`src/shared/loop_dac_regs.svh`:
```
// register layout, command codes and timing constants of the loop converter control block
`ifndef LOOP_DAC_REGS_SVH
`define LOOP_DAC_REGS_SVH

// operating_config layout
`define CTRL_RESET      16'h6000
`define CTRL_MASK       16'hFFE0
`define CTRL_TMO_B0     15
`define CTRL_TMO_B1     14
`define CTRL_TMO_B2     13
`define CTRL_WD_DIS     12
`define CTRL_AUTO_DIS   11
`define CTRL_ALARM_DIS  10
`define CTRL_MIN_CUR    9
`define CTRL_ADC_TEMP   8
`define CTRL_ADC_EN     7
`define CTRL_REF_PD     6
`define CTRL_LOOP_ALERT 5

// fault register bits carried by this block
`define FAULT_SERIAL    15
`define FAULT_LOOP_LOW  9

// address/command byte codes
`define CMD_WR_DAC      8'h01
`define CMD_WR_CTRL     8'h02
`define CMD_WR_OFFS     8'h03
`define CMD_WR_GAIN     8'h04
`define CMD_NOP         8'h09
`define CMD_RD_CTRL     8'h82
`define CMD_RD_FAULT    8'h85

// frame shape
`define FRAME_BITS      6'd24
`define CMD_MSB         23
`define CMD_LSB         16
`define DATA_MSB        15
`define BITCNT_MAX      6'h3F

// timing
`define CLK_PERIOD_PS   8000
`define PS_PER_MS       1000000000
`define WD_MS_CYCLES    (`PS_PER_MS / `CLK_PERIOD_PS)
`define TMO_50MS        13'd50
`define TMO_100MS       13'd100
`define TMO_500MS       13'd500
`define TMO_1S          13'd1000
`define TMO_2S          13'd2000
`define TMO_3S          13'd3000
`define TMO_4S          13'd4000
`define TMO_5S          13'd5000

`endif

```
`src/shared/loop_dac_pkg.sv`:
```
// types shared by the loop converter control block
package loop_dac_pkg;

	typedef enum logic [1:0] {
		LINK_IDLE  = 2'b01,
		LINK_SHIFT = 2'b10
	} link_state_t;

	typedef struct packed {
		link_state_t st;
		logic        sclkPrev;
		logic        syncPrev;
		logic [23:0] shiftIn;
		logic [5:0]  bitCnt;
		logic [23:0] shiftOut;
		logic        sdo;
		logic        faultShown;
		logic [15:0] cfg;
		logic [7:0]  readCmd;
		logic        serialFault;
		logic        loopLow;
	} ctrl_state_t;

	typedef struct packed {
		logic [31:0] pre;
		logic [12:0] ms;
	} wd_state_t;

endpackage

```
`src/hw/serial_sync.sv`:
```
// two flip-flop synchroniser for pin inputs
`timescale 1ns/1ps
module serial_sync #(
	parameter int               WIDTH   = 1,
	parameter logic [WIDTH-1:0] RST_VAL = '0
) (
	input  wire logic             ref_clk,
	input  wire logic             rst_n,
	input  wire logic [WIDTH-1:0] asyncIn,
	output logic      [WIDTH-1:0] syncOut
);
	typedef struct packed {
		logic [WIDTH-1:0] meta;
		logic [WIDTH-1:0] stable;
	} sync_state_t;

	sync_state_t s_q;
	sync_state_t s_d;

	always_comb begin
		s_d.meta = asyncIn;
		s_d.stable = s_q.meta;
	end

	always_ff @(posedge ref_clk or negedge rst_n) begin
		if (!rst_n) begin
			s_q <= {RST_VAL, RST_VAL};
		end else begin
			s_q <= s_d;
		end
	end

	assign syncOut = s_q.stable;
endmodule

```
`src/hw/serial_watchdog.sv`:
```
// serial watchdog: millisecond prescaler and programmable timeout
`timescale 1ns/1ps
`include "loop_dac_regs.svh"
module serial_watchdog #(
	parameter int unsigned MS_CYCLES = `WD_MS_CYCLES
) (
	input  wire logic       ref_clk,
	input  wire logic       rst_n,
	input  wire logic       enable,
	input  wire logic       restart,
	input  wire logic [2:0] timeoutSel,
	output logic            expire
);
	import loop_dac_pkg::*;

	wd_state_t s_q;
	wd_state_t s_d;
	logic      msTick;

	function automatic logic [12:0] timeoutMs(input logic [2:0] code);
		unique case (code)
			3'h0: timeoutMs = `TMO_50MS;
			3'h1: timeoutMs = `TMO_100MS;
			3'h2: timeoutMs = `TMO_500MS;
			3'h3: timeoutMs = `TMO_1S;
			3'h4: timeoutMs = `TMO_2S;
			3'h5: timeoutMs = `TMO_3S;
			3'h6: timeoutMs = `TMO_4S;
			default: timeoutMs = `TMO_5S;
		endcase
	endfunction

	assign msTick = (s_q.pre == 32'(MS_CYCLES - 1));
	assign expire = enable && msTick && (s_q.ms == timeoutMs(timeoutSel) - 13'd1);

	always_comb begin
		s_d = s_q;
		// restart or stop clears the count
		if (!enable || restart || expire) begin
			s_d = '0;
		end else if (msTick) begin
			s_d.pre = '0;
			s_d.ms = s_q.ms + 13'd1;
		end else begin
			s_d.pre = s_q.pre + 32'd1;
		end
	end

	always_ff @(posedge ref_clk or negedge rst_n) begin
		if (!rst_n) begin
			s_q <= '0;
		end else begin
			s_q <= s_d;
		end
	end
endmodule

```
`src/hw/loop_dac_control_register.sv`:
```
// operating control register, serial frame engine and serial watchdog of the loop converter
// Summary of operation
// - the three timeout bits select 50 ms up to 5 s, code 011 (1 s) after reset.
// - a completed valid register write or a no-operation restarts the watchdog; the host must access in time.
// - with auto readback at 0 the fault word is shifted out on every frame, at 1 nothing automatic.
// - a watchdog expiry is a serial fault.
// - with the alarm bit at 0 a serial fault forces the alarm current, at 1 it does not.
// - a serial fault always sets its fault flag and the fault alert pin.
// - the minimum current bit at 1 drives the output current to its minimum.
// - the monitor select bit picks loop supply sense at 0 and die temperature at 1.
// - the reference power-down bit at 1 powers the internal reference down.
// - with the loop alert bit at 1 a low loop supply sense asserts the fault alert pin.
// - the low loop flag is set on a low loop supply sense whatever the alert bit holds.
`timescale 1ns/1ps
`include "loop_dac_regs.svh"
module loop_dac_control_register #(
	parameter int unsigned MS_CYCLES = `WD_MS_CYCLES
) (
	input  wire logic ref_clk,
	input  wire logic rst_n,
	input  wire logic sclk,
	input  wire logic sync_n,
	input  wire logic sdin,
	output logic      sdo,
	input  wire logic loopLowIn,
	output logic      faultAlert,
	output logic      alarmCurrent,
	output logic      minCurrent,
	output logic      adcSelTemp,
	output logic      adcEnable,
	output logic      refPowerDown
);
	import loop_dac_pkg::*;

	ctrl_state_t s_q;
	ctrl_state_t s_d;
	logic [3:0]  pinSync;
	logic        sclkS;
	logic        syncS;
	logic        sdinS;
	logic        loopLowS;
	logic        sclkFall;
	logic        sclkRise;
	logic        syncFall;
	logic        syncRise;
	logic        frameDone;
	logic        wdRestart;
	logic        wdExpire;
	logic [7:0]  cmdByte;
	logic [15:0] dataWord;
	logic [15:0] faultWord;
	logic [15:0] outWord;
	logic [23:0] outFrame;

	// pins cross into ref_clk before any decode; idle-high pins reset high so
	// that the release of reset shows no false edge
	serial_sync #(
		.WIDTH  (4),
		.RST_VAL(4'hC)
	) u_sync (
		.ref_clk(ref_clk),
		.rst_n  (rst_n),
		.asyncIn({sclk, sync_n, sdin, loopLowIn}),
		.syncOut(pinSync)
	);

	assign sclkS = pinSync[3];
	assign syncS = pinSync[2];
	assign sdinS = pinSync[1];
	assign loopLowS = pinSync[0];

	serial_watchdog #(
		.MS_CYCLES(MS_CYCLES)
	) u_wdog (
		.ref_clk   (ref_clk),
		.rst_n     (rst_n),
		.enable    (!s_q.cfg[`CTRL_WD_DIS]),
		.restart   (wdRestart),
		.timeoutSel({s_q.cfg[`CTRL_TMO_B0], s_q.cfg[`CTRL_TMO_B1], s_q.cfg[`CTRL_TMO_B2]}),
		.expire    (wdExpire)
	);

	assign sclkFall = s_q.sclkPrev && !sclkS;
	assign sclkRise = !s_q.sclkPrev && sclkS;
	assign syncFall = s_q.syncPrev && !syncS;
	assign syncRise = !s_q.syncPrev && syncS;
	assign cmdByte = s_q.shiftIn[`CMD_MSB:`CMD_LSB];
	assign dataWord = s_q.shiftIn[`DATA_MSB:0];
	// frames of any other length (crc frames too) are dropped whole
	assign frameDone = (s_q.st == LINK_SHIFT) && syncRise && (s_q.bitCnt == `FRAME_BITS);

	// restart on valid register writes and no-operation
	assign wdRestart = frameDone && (cmdByte == `CMD_WR_DAC || cmdByte == `CMD_WR_CTRL ||
		cmdByte == `CMD_WR_OFFS || cmdByte == `CMD_WR_GAIN || cmdByte == `CMD_NOP);

	always_comb begin
		faultWord = '0;
		faultWord[`FAULT_SERIAL] = s_q.serialFault;
		faultWord[`FAULT_LOOP_LOW] = s_q.loopLow;
	end

	// fault word goes out unless auto readback is off
	always_comb begin
		if (!s_q.cfg[`CTRL_AUTO_DIS]) begin
			outWord = faultWord;
		end else if (s_q.readCmd == `CMD_RD_CTRL) begin
			outWord = s_q.cfg;
		end else if (s_q.readCmd == `CMD_RD_FAULT) begin
			outWord = faultWord;
		end else begin
			outWord = '0;
		end
	end

	assign outFrame = {8'h00, outWord};

	always_comb begin
		s_d = s_q;
		s_d.sclkPrev = sclkS;
		s_d.syncPrev = syncS;
		// low loop flag ignores the alert bit
		s_d.loopLow = loopLowS;
		unique case (s_q.st)
			LINK_IDLE: begin
				if (syncFall) begin
					s_d.st = LINK_SHIFT;
					s_d.bitCnt = '0;
					s_d.sdo = outFrame[23];
					s_d.shiftOut = {outFrame[22:0], 1'b0};
					s_d.faultShown = !s_q.cfg[`CTRL_AUTO_DIS] ||
						(s_q.readCmd == `CMD_RD_FAULT);
				end
			end
			LINK_SHIFT: begin
				if (syncRise) begin
					s_d.st = LINK_IDLE;
					s_d.sdo = 1'b0;
				end else begin
					if (sclkFall) begin
						s_d.shiftIn = {s_q.shiftIn[22:0], sdinS};
						if (s_q.bitCnt != `BITCNT_MAX) begin
							s_d.bitCnt = s_q.bitCnt + 6'd1;
						end
					end
					if (sclkRise) begin
						s_d.sdo = s_q.shiftOut[23];
						s_d.shiftOut = {s_q.shiftOut[22:0], 1'b0};
					end
				end
			end
		endcase
		if (frameDone) begin
			s_d.readCmd = cmdByte;
			if (cmdByte == `CMD_WR_CTRL) begin
				s_d.cfg = dataWord & `CTRL_MASK;
			end
			// serial fault clears once the host has been shown it
			if (s_q.faultShown) begin
				s_d.serialFault = 1'b0;
			end
		end
		// expiry raises the serial fault, set beats clear
		if (wdExpire) begin
			s_d.serialFault = 1'b1;
		end
	end

	always_ff @(posedge ref_clk or negedge rst_n) begin
		if (!rst_n) begin
			s_q <= '0;
			s_q.st <= LINK_IDLE;
			s_q.sclkPrev <= 1'b1;
			s_q.syncPrev <= 1'b1;
			s_q.cfg <= `CTRL_RESET;
		end else begin
			s_q <= s_d;
		end
	end

	assign sdo = s_q.sdo;
	// alert from serial fault or routed low loop
	assign faultAlert = s_q.serialFault || (s_q.cfg[`CTRL_LOOP_ALERT] && s_q.loopLow);
	// alarm unless suppressed by the alarm bit
	assign alarmCurrent = s_q.serialFault && !s_q.cfg[`CTRL_ALARM_DIS];
	assign minCurrent = s_q.cfg[`CTRL_MIN_CUR];
	assign adcSelTemp = s_q.cfg[`CTRL_ADC_TEMP];
	assign adcEnable = s_q.cfg[`CTRL_ADC_EN];
	assign refPowerDown = s_q.cfg[`CTRL_REF_PD];
endmodule

```
`config.mk`:
```
export PLATFORM = sky130hd
export DESIGN_NAME = loop_dac_control_register
export DESIGN_NICKNAME = d
export VERILOG_FILES = /design/src/shared/loop_dac_pkg.sv /design/src/hw/serial_sync.sv /design/src/hw/serial_watchdog.sv /design/src/hw/loop_dac_control_register.sv
export VERILOG_INCLUDE_DIRS = /design/src /design/src/shared
export SDC_FILE = /design/constraint.sdc
export NUM_CORES = 1
export LEC_CHECK = 0
export BUFFER_PORTS_ARGS = -buffer_cell sky130_fd_sc_hd__buf_2
export CAP_MARGIN = 15
export CELL_PAD_IN_SITES_DETAIL_PLACEMENT = 1
export CELL_PAD_IN_SITES_GLOBAL_PLACEMENT = 2
export CORE_MARGIN = 10
export CORE_UTILIZATION = 25
export DETAILED_ROUTE_END_ITERATION = 6
export PLACE_DENSITY = 0.52
export SYNTH_ARGS = -nofsm -noshare
export SYNTH_HDL_FRONTEND = slang
export SYNTH_SLANG_ARGS = --single-unit
```
`constraint.sdc`:
```
create_clock -name ref_clk -period 3.65 [get_ports ref_clk]
set_clock_uncertainty 0.2 [all_clocks]
set_input_delay 0.365 -clock ref_clk [delete_from_list [all_inputs] [get_ports ref_clk]]
set_output_delay 0.365 -clock ref_clk [all_outputs]
set_load 0.03 [all_outputs]
```
Word-level counts from Yosys, hierarchy flattened:

Cells that the tools add are included.

* input port bits: 6
* word-level logic and storage cells: 105
* bits in registers: 134

* bitwise logic cells: 1
* reduce and logical (&&, ||, !) cells: 38
* equal/unequal tests: 26
* muxes and demuxes: 20
* add/sub/neg operators: 4

Operator list (count)
* $pmux W13 S7: 1
* $mux W32: 2
* $pmux W31 S2: 1
* $mux W16: 3
* $mux W45: 1
* $add A32 B1 Y32 const B: 1
* $eq A32 B17 Y1 const B: 1
* $mux W30: 1
* $mux W25: 1
* $eq A8 B2 Y1 const B: 2
* $eq A8 B8 Y1 const B: 2
* $add A13 B1 Y13 const B: 1
* $eq A13 B13 Y1: 1
* $mux W13: 1
* $sub A13 B1 Y13 const B: 1
* $mux W6: 2
* $logic_and A1 B1 Y1: 11
* $ne A2 B2 Y1 const B: 5
* $reduce_and A2 Y1: 5
* $eq A3 B3 Y1 const B: 3
* $eq A8 B1 Y1 const B: 1
* $eq A8 B3 Y1 const B: 1
* $eq A8 B4 Y1 const B: 1
* $logic_or A1 B1 Y1: 8
* other kinds (18): 32

Longest topological paths before layout:

Gate-level depths: netlist of run 1.

* word-level depth: 9
* mapped depth: 12
* mapped depth without buffers: 9

Modules after synthesis:

Synthesis of run 1 repeated with hierarchy kept, for this count alone.

* cell total of the unflattened synthesis: 551
* area, all modules: 6045.8 sq um

By module, submodules not included
* loop_dac_control_register: times used 1, area an instance 3235.6 sq um, seq. area each 1883.1 sq um, cells each 257
* serial_watchdog: times used 1, area an instance 2605.0 sq um, seq. area each 1126.1 sq um, cells each 286
* serial_sync: times used 1, area an instance 205.2 sq um, seq. area each 205.2 sq um, cells each 8

Worst setup path after synthesis of run 1:

No wires, ideal clock.

* kind: register to register
* start: register s_q[23] (netlist name)
* end: register u_wdog.s_q[10] (netlist name)
* setup time: 121 ps
* required time: 3329 ps
* cell stages (with the launch flop): 13
* buffers on the path: 3
* setup slack: 692 ps
* arrival time: 2637 ps
* clock period less this slack: 2958 ps
* path through: dfstp_2 > clkbuf_1 > buf_2 > nor2b_1 > o21bai_1 > ha_1 > nor4bb_1 > a31o_2 > a2111oi_0 > mux2_2 > o31ai_2 > buf_2 > nor2_1

* word-level cells in the longest chain between the ends: 7
* elaborated cells between the ends (all ways): 14

RTL lines
* from (decl): line loop_dac_control_register.sv:35 `ctrl_state_t s_q;`
* $eq A3 B3 Y1 (tied with other cells): line serial_watchdog.sv:21 `unique case (code)`
* $pmux W13 S7 *: line serial_watchdog.sv:21
* $sub A13 B1 Y13 *: line serial_watchdog.sv:34 `assign expire = enable && msTick && (s_q.ms == timeoutMs(timeoutSel) - 13'd1);`
* $eq A13 B13 Y1 *: line serial_watchdog.sv:34
* $logic_and A1 B1 Y1 *: line serial_watchdog.sv:34
* $logic_or A1 B1 Y1 *: line serial_watchdog.sv:39 `if (!enable || restart || expire) begin`
* $mux W45 or $reduce_bool A2 Y1 (tied branches)
* to (signal assigned): line serial_watchdog.sv:51 `s_q <= '0;`
* to (signal assigned): line serial_watchdog.sv:53 `s_q <= s_d;`
* to (decl): line serial_watchdog.sv:16 `wd_state_t s_q;`

Mark *: on every way between the ends. The rest lies on a longest branch, timed or not.
A chain may end at the register's enable or synchronous reset.

Final worst setup path of run 1:

* start: register s_q[23] (netlist name)
* end: register u_wdog.s_q[5] (netlist name)

Same word-level chain as after synthesis.

==> summary.md, run 1 <==
| Metric | Value |
|---|---|
| Drc violations | `0` |
| Wire per inst | `15.7 um` |
| Placed cell area | `6410 sq um` |
| Final setup fails | `0` |
| CTS tree | `built` |
| Power Density | `503 nW/um^2` |
| CP Class | `reg -> reg` |
| Post-synth EDFFs | `0` |
| Port bufs | `12` |
| Core ar. | `23500 sq um` |
| # nets final | `582` |
| Clock power share | `0.458` |
| WP data arrival | `3.21 ns` |
| WL final | `14100 um` |
| Clk slew on worst S/H paths | `0.06 ns` |
| Worst slew pin tran | `0.799 ns` |
| Share of cells above drive strength 1 | `0.195` |
| Fillers | `2597` |
| GRT overflow | `0` |
| Die Wd | `175 um` |
| Initial Util | `0.255` |
| WP buf/inv | `0` |
| Tcrit/Tclk final | `0.855` |
| Critical path's largest stage delay | `0.72 ns` |
| Synth async-reset ratio | `1.00` |
| Die area | `30500 sq um` |
| Critical path's top delay family | `compound AO/OA/AOI/OAI gates` |
| Synth Area per Inst | `10.9 sq um` |
| Worst ir drop on vdd | `277 uV` |
| Syn_nets | `560` |
| Logic gate share of total power | `0.079` |
| ANT cells | `0` |
| Finished Cell Area | `7020 sq um` |
| 1st-iter DRT viols | `110` |
| Worst min path class | `reg -> reg` |
| Post-Place Cells | `866` |
| Clk sinks | `128` |
| Netlist cell types | `57` |
| CTS buffer count | `17` |
| Row cnt | `56` |
| Status | `completed` |
| Routed Antenna Nets | `0` |
| Worst Setup Start Kind | `flip-flop` |
| GRT met2 Usage | `0.160` |
| Final Max Slew Viols | `0` |
| Pwr Total | `3530 uW` |
| Worst path slowest cell | `dfstp_2` |
| GPL Wtd Cong | `0.732` |
| Initial antenna violation count | `0` |
| Syn Inst Count | `549` |
| H-tree depth | `4` |
| Area Growth Syn to Fin | `17.4%` |
| Switching pwr | `972 uW` |
| Vias in the first global route | `4573` |
| Via count | `4144` |
| Register Area | `3210 sq um` |
| Required time worst endpoint | `3.73 ns` |
| Post-synthesis sequential element count | `128` |
| Ports | `13` |
| Vias/cell | `4.59` |
| Largest fanout on the critical path | `18` |
| CP Cell Sequence | `nor2b_1 > o21bai_1 > ha_1 > nor4bb_1 > a31o_2 > a2111oi_0 > mux2_2 > o31ai_4 > nor2_1` |
| YS warnings | `0` |
| Largest net degree at the start of global routing | `71` |
| Post-CTS Setup Inserts | `0` |
| Achievable Freq | `0.320 GHz` |
| Int Power | `2560 uW` |
| Leak | `0.00309 uW` |
| Total GRT Usage | `0.0988` |
| Final hold vios | `0` |
| Most used DFF post-synth | `dfrtp_1` |
| Non-filler cells, final | `903` |
| Max_cap viols | `0` |
| Die height | `175 um` |
| Minimum clock period | `3.12 ns` |
| Switching share of power | `0.275` |
| Register area share after synthesis | `0.538` |
| Slew HR | `0.466` |
| Clk Latency, worst-skew pair | `0.43 ns` |
| Synth Cell Area | `5980 sq um` |
| Final Util | `0.299` |
| Top Usage Layer GRT | `met2` |
| Final HPWL DP | `9320 um` |
| Root cell of the clock tree | `clkbuf_16` |
| Met3 usage | `0.0257` |
| First-pass GRT wire length | `24300 um` |
| Met1 GRT Util | `0.124` |
| Setup TNS | `0 ns` |
| Share of power burned in registers | `0.464` |
| CTS Buffer Depth | `2` |
| Crit. End Element | `flip-flop` |
| Area of the multi-input gates | `2620 sq um` |
| RSZ-0062 raised after global routing | `no` |
| First-pass DRT Iterations | `4` |
state kept, by name, indices dropped and copies added (netlist names), 2 cells and up:
| signal | cells |
|---|---|
| faultWord | 2 |
| u_sync.s_d | 4 |
| cmdByte | 8 |
| u_wdog.s_q | 45 |
| u_sync.syncOut | 4 |
| s_q | 44 |
| dataWord | 16 |
cell type report:
type,count,share of cell area
sequential,128,0.458
multi-input combinational,388,0.373
clock buffer,17,0.0606
tap,319,0.0569
timing repair buffer,26,0.0280
clock inverter,15,0.0182
inverter,10,0.00535
per-layer routing:
layer / vias up / share of wire
li1: 1960 / -
met1: 2137 / 0.49
met2: 35 / 0.48
met3: 12 / 0.023
met4: 0 / 0.014
met5: - / 0
placed cells by master (no fill, tap or decap), types with 15 or more instances in the layout:
cell       instances
xor2_1            25
clkbuf_16         17
nand4_1           15
nand3_1           21
o21ai_0           15
dfrtp_1          119
nand2_1           47
nor2_1            79
mux2_2            34
xnor2_1           22
cells by family after synthesis:
group	after synthesis	share of synthesized area
AND/OR/NAND/NOR	236	0.201
flip-flops	128	0.538
AO/OA/AOI/OAI	51	0.0578
multiplexers	49	0.0976
XOR/XNOR	47	0.0689
buffers and inverters	33	0.0264
adder cells (fa/ha/maj)	5	0.0105
metrics by stage:
step | setup WS [ns] | hold WS [ns]
CTS | 0.206 | 0.155
global placement | 0.412 | 0.139
floorplan | 0.692 | -0.131
detailed placement | 0.258 | 0.140
global route | 0.254 | 0.164
finish | 0.528 | 0.153
power groups by stage:
stage | combinational (uW) | sequential (uW) | clock [uW]
finish | 278 | 1640 | 1620
global route | 323 | 1660 | 1740
CTS | 289 | 1640 | 1680
detailed placement | 284 | 1670 | 0
global placement | 273 | 1660 | 0
floorplan | 190 | 1640 | 0
final timing paths:
check                             startpoint              to  slack, ns  depth (start not counted)
setup / recovery                     s_q[23]   u_wdog.s_q[5]       0.53                          9
hold / removal             u_sync.syncOut[0]    faultWord[9]       0.15                          0
setup reg to reg                     s_q[23]   u_wdog.s_q[5]       0.53                          9
hold reg to reg            u_sync.syncOut[0]    faultWord[9]       0.15                          0
max in group asynchronous              rst_n         s_q[23]       2.12                          3
min in group asynchronous              rst_n  u_wdog.s_q[23]       0.31                          2
what timing repair did:
item,in CTS,in global routing
hold buffers,5,0
endpoints found under the setup margin,0,10
endpoints found under the hold margin,62,0
gates resized for setup,0,1
cell usage after synthesis, drive strengths merged (7+ instances only):
cell      n  area, sq um
nand2b    8         50.1
nand2    47          176
and3      8         50.1
xnor2    22          193
o21ai    16         80.1
dfstp     9          236
inv      10         37.5
nor2     79          297
nand4    15         93.8
nor3     12         71.3
a221oi    7         61.3
nand3    21          105
mux2     44          533
xor2     25          219
dfrtp   119         2980
clkbuf   13         48.8
nor2b     8         50.1
buf      10         71.3
a21oi     8         40.0
No activity file was read; power rests on OpenSTA's default activity.
==> run 2, diff against run 1 <==
CTS_CLUSTER_DIAMETER = 80   (was unset)
REMOVE_ABC_BUFFERS = 1   (was unset)
==> run 2 against run 1 <==
Sequential cell count stayed put; global-route usage is 0.28 points lower; largest cell class unchanged; maximum frequency is 1.9% higher; critical endpoint is now u_wdog.s_q[6]; utilization is 0.053 points higher.
==> summary.md, run 2 (synthesis results as in run 1) <==
| Metric | Value |
|---|---|
| WP data arrival | `3.14 ns` |
| Largest fanout on the critical path | `18` |
| Post-Place Cells | `867` |
| Vias/cell | `4.49` |
| Vias in the first global route | `4425` |
| Setup TNS | `0 ns` |
| Switching pwr | `942 uW` |
| Die height | `175 um` |
| R2R Path End | `u_wdog.s_q[6]` |
| Port bufs | `12` |
| Commonest non-fill, non-tap cell in the layout | `dfrtp_1` |
| CP Class | `reg -> reg` |
| Worst Hold Depth | `0` |
| Worst slew pin tran | `0.771 ns` |
| Root cell of the clock tree | `clkbuf_16` |
| Wire per inst | `15.1 um` |
| Largest register FFs | `45` |
| Share of power burned in registers | `0.466` |
| Largest net degree at the start of global routing | `69` |
| Via count | `4058` |
| Core ar. | `23500 sq um` |
| Initial antenna violation count | `0` |
| First-pass DRT Iterations | `4` |
| GPL Wtd Cong | `0.707` |
| RSZ-0062 raised after global routing | `no` |
| H-tree depth | `4` |
| Row cnt | `56` |
| Slew HR | `0.484` |
| Max_cap viols | `0` |
| Crit. End Element | `flip-flop` |
| Worst min path class | `reg -> reg` |
| Hold Path Origin | `u_sync.s_d[1]` |
| Commonest cells after routing, fill and taps aside | `dfrtp_1, nor2_1, nand2_1` |
| Total GRT Usage | `0.0960` |
| Final hold vios | `0` |
| DP Worst Slack | `0.254 ns` |
| Clk slew on worst S/H paths | `0.06 ns` |
| Initial Util | `0.255` |
| Clk sinks | `128` |
| Area Growth Syn to Fin | `17.6%` |
| CTS Buffer Depth | `2` |
| Logic gate share of total power | `0.078` |
| Ports | `13` |
| Worst r2r src | `s_q[23]` |
| Tcrit/Tclk final | `0.840` |
| Non-filler cells, final | `904` |
| Int Power | `2580 uW` |
| Cells on worst reg2reg path | `9` |
| Drc violations | `0` |
| Worst Hold Endpoint | `u_sync.syncOut[1]` |
| # nets final | `583` |
| Met2 wire length | `6450 um` |
| Required time worst endpoint | `3.73 ns` |
| Final Max Slew Viols | `0` |
| Final Util | `0.300` |
| R2R Setup Slk | `0.59 ns` |
| Die area | `30500 sq um` |
| WL final | `13700 um` |
| Setup WS post-layout | `0.585 ns` |
| Share of cells above drive strength 1 | `0.197` |
| Status | `completed` |
| Clk Latency, worst-skew pair | `0.42 ns` |
| GRT overflow | `0` |
| ANT cells | `0` |
| CTS tree | `built` |
| Leak | `0.00310 uW` |
| Worst Setup Start Kind | `flip-flop` |
| Final setup fails | `0` |
| Final HPWL DP | `9110 um` |
| Worst ir drop on vdd | `260 uV` |
| Die Wd | `175 um` |
| Routed Antenna Nets | `0` |
| Power Density | `501 nW/um^2` |
| Clock power share | `0.456` |
| CTS buffer count | `17` |
| 1st-iter DRT viols | `185` |
| Minimum clock period | `3.06 ns` |
| First-pass GRT wire length | `23900 um` |
| Max Used Layer | `met4` |
| Met3 routed WL | `266 um` |
| Largest register by flop count | `u_wdog.s_q` |
| Pwr Total | `3520 uW` |
| Metal1 wirelength | `6800 um` |
| Achievable Freq | `0.326 GHz` |
| Switching share of power | `0.267` |
run 2: cell types whose count changed in the layout (fill, tap and decap cells not counted):
cell and change:
inv_8 -1, clkinv_4 -1, inv_6 +3, clkinvlp_4 -2
clkbuf_8 +1, buf_4 +1
run 2: critical path, stage by stage, from the launching register on:
cell and delay, ns:
dfstp_2 0.73, nor2b_1 0.13, o21bai_1 0.17, ha_1 0.27, nor4bb_1 0.29, a31o_2 0.13
a2111oi_0 0.07, mux2_2 0.30, o31ai_4 0.52, nor2_1 0.11
run 2: area by class of cell:
type / count / area (sq um)
Tap cell: 319 / 399
Clock inverter: 14 / 119
Timing Repair Buffer: 27 / 204
Clock buffer: 18 / 439
Fill cell: 2608 / 16400
Multi-Input combinational cell: 388 / 2620
Inverter: 10 / 37.5
Sequential cell: 128 / 3210
run 2: through the flow:
step,instance area [sq um],hold slack [ns]
4_1_cts,7020,0.156
5_1_grt,7030,0.167
6_report,7030,0.152
3_5_place_dp,6410,0.142
3_3_place_gp,6410,0.142
2_1_floorplan,5860,-0.131
run 2: metal layers:
layer | GRT usage | up-vias
met3 | 0.0246 | 12
met1 | 0.128 | 2064
met2 | 0.148 | 28
met5 | 0 | -
li1 | - | 1954
met4 | 0.0353 | 0
run 2: power groups by stage:
stage          clock network (uW)  registers, uW  logic [uW]
4_1_cts                      1680           1650         283
3_3_place_gp                    0           1660         267
5_1_grt                      1740           1670         326
2_1_floorplan                   0           1640         185
6_report                     1610           1640         274
3_5_place_dp                    0           1670         279
run 2: how the worst max path moves through the flow:
stage	from	to	slack, ns	depth (start not counted)
4_1_cts	s_q[23]	u_wdog.s_q[6]	0.25	9
3_3_place_gp	s_q[23]	u_wdog.s_q[8]	0.37	9
2_1_floorplan	s_q[84]	cmdByte[0]	0.62	3
6_report	s_q[23]	u_wdog.s_q[6]	0.59	9
5_1_grt	s_q[23]	u_wdog.s_q[10]	0.25	9
3_5_place_dp	s_q[23]	u_wdog.s_q[9]	0.25	9
run 2: repair_timing:
item	in CTS	in global routing
setup endpoints to repair	0	12
resized for setup	0	1
buffers inserted	0	0
endpoints found under the hold margin	62	0
hold buffers	5	0
==> run 3, diff against run 2 <==
clock period = 3.05 ns   (was 3.65 ns; I/O delays follow)
==> run 3 against run 2 <==
Clock power increased by 31%; routed wire length increased by 0.90%; global-route usage decreased by 0.17 points; die area unchanged; critical path type unchanged; critical endpoint is now faultWord[15]; highest routed layer unchanged.
==> summary.md, run 3 (synthesis results as in run 1) <==
| Metric | Value |
|---|---|
| Status | `completed` |
| Largest net degree at the start of global routing | `77` |
| Final Util | `0.306` |
| Worst path slowest cell | `dfstp_2` |
| Clk Latency, worst-skew pair | `0.42 ns` |
| CTS tree | `built` |
| Worst ir drop on vdd | `358 uV` |
| Non-filler cells, final | `915` |
| GPL Wtd Cong | `0.744` |
| Leak | `0.00319 uW` |
| 1st-iter DRT viols | `145` |
| Routed Antenna Nets | `0` |
| RSZ-0062 raised after global routing | `yes` |
| CTS Buffer Depth | `2` |
| Total GRT Usage | `0.0944` |
| Final hold vios | `0` |
| Clk slew on worst S/H paths | `0.06 ns` |
| Clock power share | `0.478` |
| Worst slew pin tran | `0.726 ns` |
| Vias/cell | `4.49` |
| Fillers | `2586` |
| Worst min path class | `reg -> reg` |
| Logic gate share of total power | `0.075` |
| Final Max Slew Viols | `0` |
| Tcrit/Tclk final | `0.920` |
| WL final | `13800 um` |
| Switching pwr | `1100 uW` |
| GRT overflow | `0` |
| Vias in the first global route | `4293` |
| WP data arrival | `2.91 ns` |
| Finished Cell Area | `7190 sq um` |
| Crit. End Element | `flip-flop` |
| Max_cap viols | `0` |
| Power Density | `613 nW/um^2` |
| Achievable Freq | `0.356 GHz` |
| Register Area | `3210 sq um` |
| Int Power | `3310 uW` |
| Die area | `30500 sq um` |
| Required time worst endpoint | `3.16 ns` |
| Core ar. | `23500 sq um` |
| Final HPWL DP | `9310 um` |
| Area Growth Syn to Fin | `20.2%` |
| WP buf/inv | `0` |
| Post-Place Cells | `877` |
| Post-CTS Setup Inserts | `0` |
| Via count | `4110` |
| Slew HR | `0.516` |
| Drc violations | `0` |
| Ports | `13` |
| Root cell of the clock tree | `clkbuf_16` |
| Wire per inst | `15.1 um` |
| First-pass GRT wire length | `23300 um` |
| ANT cells | `0` |
| H-tree depth | `4` |
| Commonest non-fill, non-tap cell in the layout | `dfrtp_1` |
| Placed cell area | `6490 sq um` |
| Switching share of power | `0.249` |
| Area of the multi-input gates | `2650 sq um` |
| Critical path's top delay family | `compound AO/OA/AOI/OAI gates` |
| Setup TNS | `0 ns` |
| Die Wd | `175 um` |
| Share of cells above drive strength 1 | `0.211` |
| Minimum clock period | `2.81 ns` |
| Row cnt | `56` |
| CP Cell Sequence | `nor2b_1 > o21bai_1 > ha_1 > nor4bb_1 > a31o_2 > a2111oi_1 > mux2_2 > or3_1 > nand2_1` |
| CTS buffer count | `17` |
| Port bufs | `12` |
| Final setup fails | `0` |
| Commonest cells after routing, fill and taps aside | `dfrtp_1, nor2_1, nand2_1` |
| # nets final | `594` |
| Largest register by flop count | `u_wdog.s_q` |
| First-pass DRT Iterations | `4` |
| CP Class | `reg -> reg` |
| Initial Util | `0.255` |
| Worst Setup Start Kind | `flip-flop` |
| Largest register FFs | `45` |
| Clk sinks | `128` |
| Die height | `175 um` |
| Critical path's largest stage delay | `0.58 ns` |
| Share of power burned in registers | `0.447` |
| Largest fanout on the critical path | `7` |
| Initial antenna violation count | `0` |
[run 3: metrics by stage]
stage	power, uW	hold slack (ns)	setup slack [ns]
CTS	4490	0.160	0.0967
global placement	2320	0.143	-0.0382
finish	4400	0.153	0.244
detailed placement	2340	0.143	-0.141
global route	4650	0.164	-0.00625
floorplan	2180	-0.191	0.0211
[run 3: cell type report]
type,instances,share of cell area
flip-flops and latches,128,0.447
multi-input cells,389,0.368
clock buffers,18,0.0597
well taps,319,0.0555
repair buffers,37,0.0388
clock inverters,14,0.0251
inverters,10,0.00522
[run 3: worst paths after layout]
path	startpoint	to	slack (ns)	cells after the start
max in group asynchronous	rst_n	u_wdog.s_q[35]	1.60	3
min in group asynchronous	rst_n	u_wdog.s_q[16]	0.30	2
hold reg to reg	u_sync.s_d[1]	u_sync.syncOut[1]	0.15	0
setup reg to reg	s_q[23]	faultWord[15]	0.24	9
hold / removal	u_sync.s_d[1]	u_sync.syncOut[1]	0.15	0
setup / recovery	s_q[23]	faultWord[15]	0.24	9
[run 3: power groups by stage]
stage	clock, uW	combinational, uW	sequential, uW
3_5_place_dp	0	335	2000
2_1_floorplan	0	221	1960
4_1_cts	2180	341	1970
3_3_place_gp	0	324	1990
6_report	2110	329	1970
5_1_grt	2270	387	1990
[run 3: what timing repair did]
item | CTS | global route
pin swaps | 0 | 1
hold buffers | 5 | 0
resized for setup | 1 | 3
endpoints found under the hold margin | 69 | 0
setup endpoints to repair | 12 | 13
gates cloned | 0 | 1
[run 3: per-layer routing]
metal,vias to the layer above,GRT usage,part of all wire
li1,1992,-,-
met1,2077,0.124,0.50
met2,27,0.146,0.47
met3,14,0.0252,0.019
met4,0,0.0350,0.013
met5,-,0,0
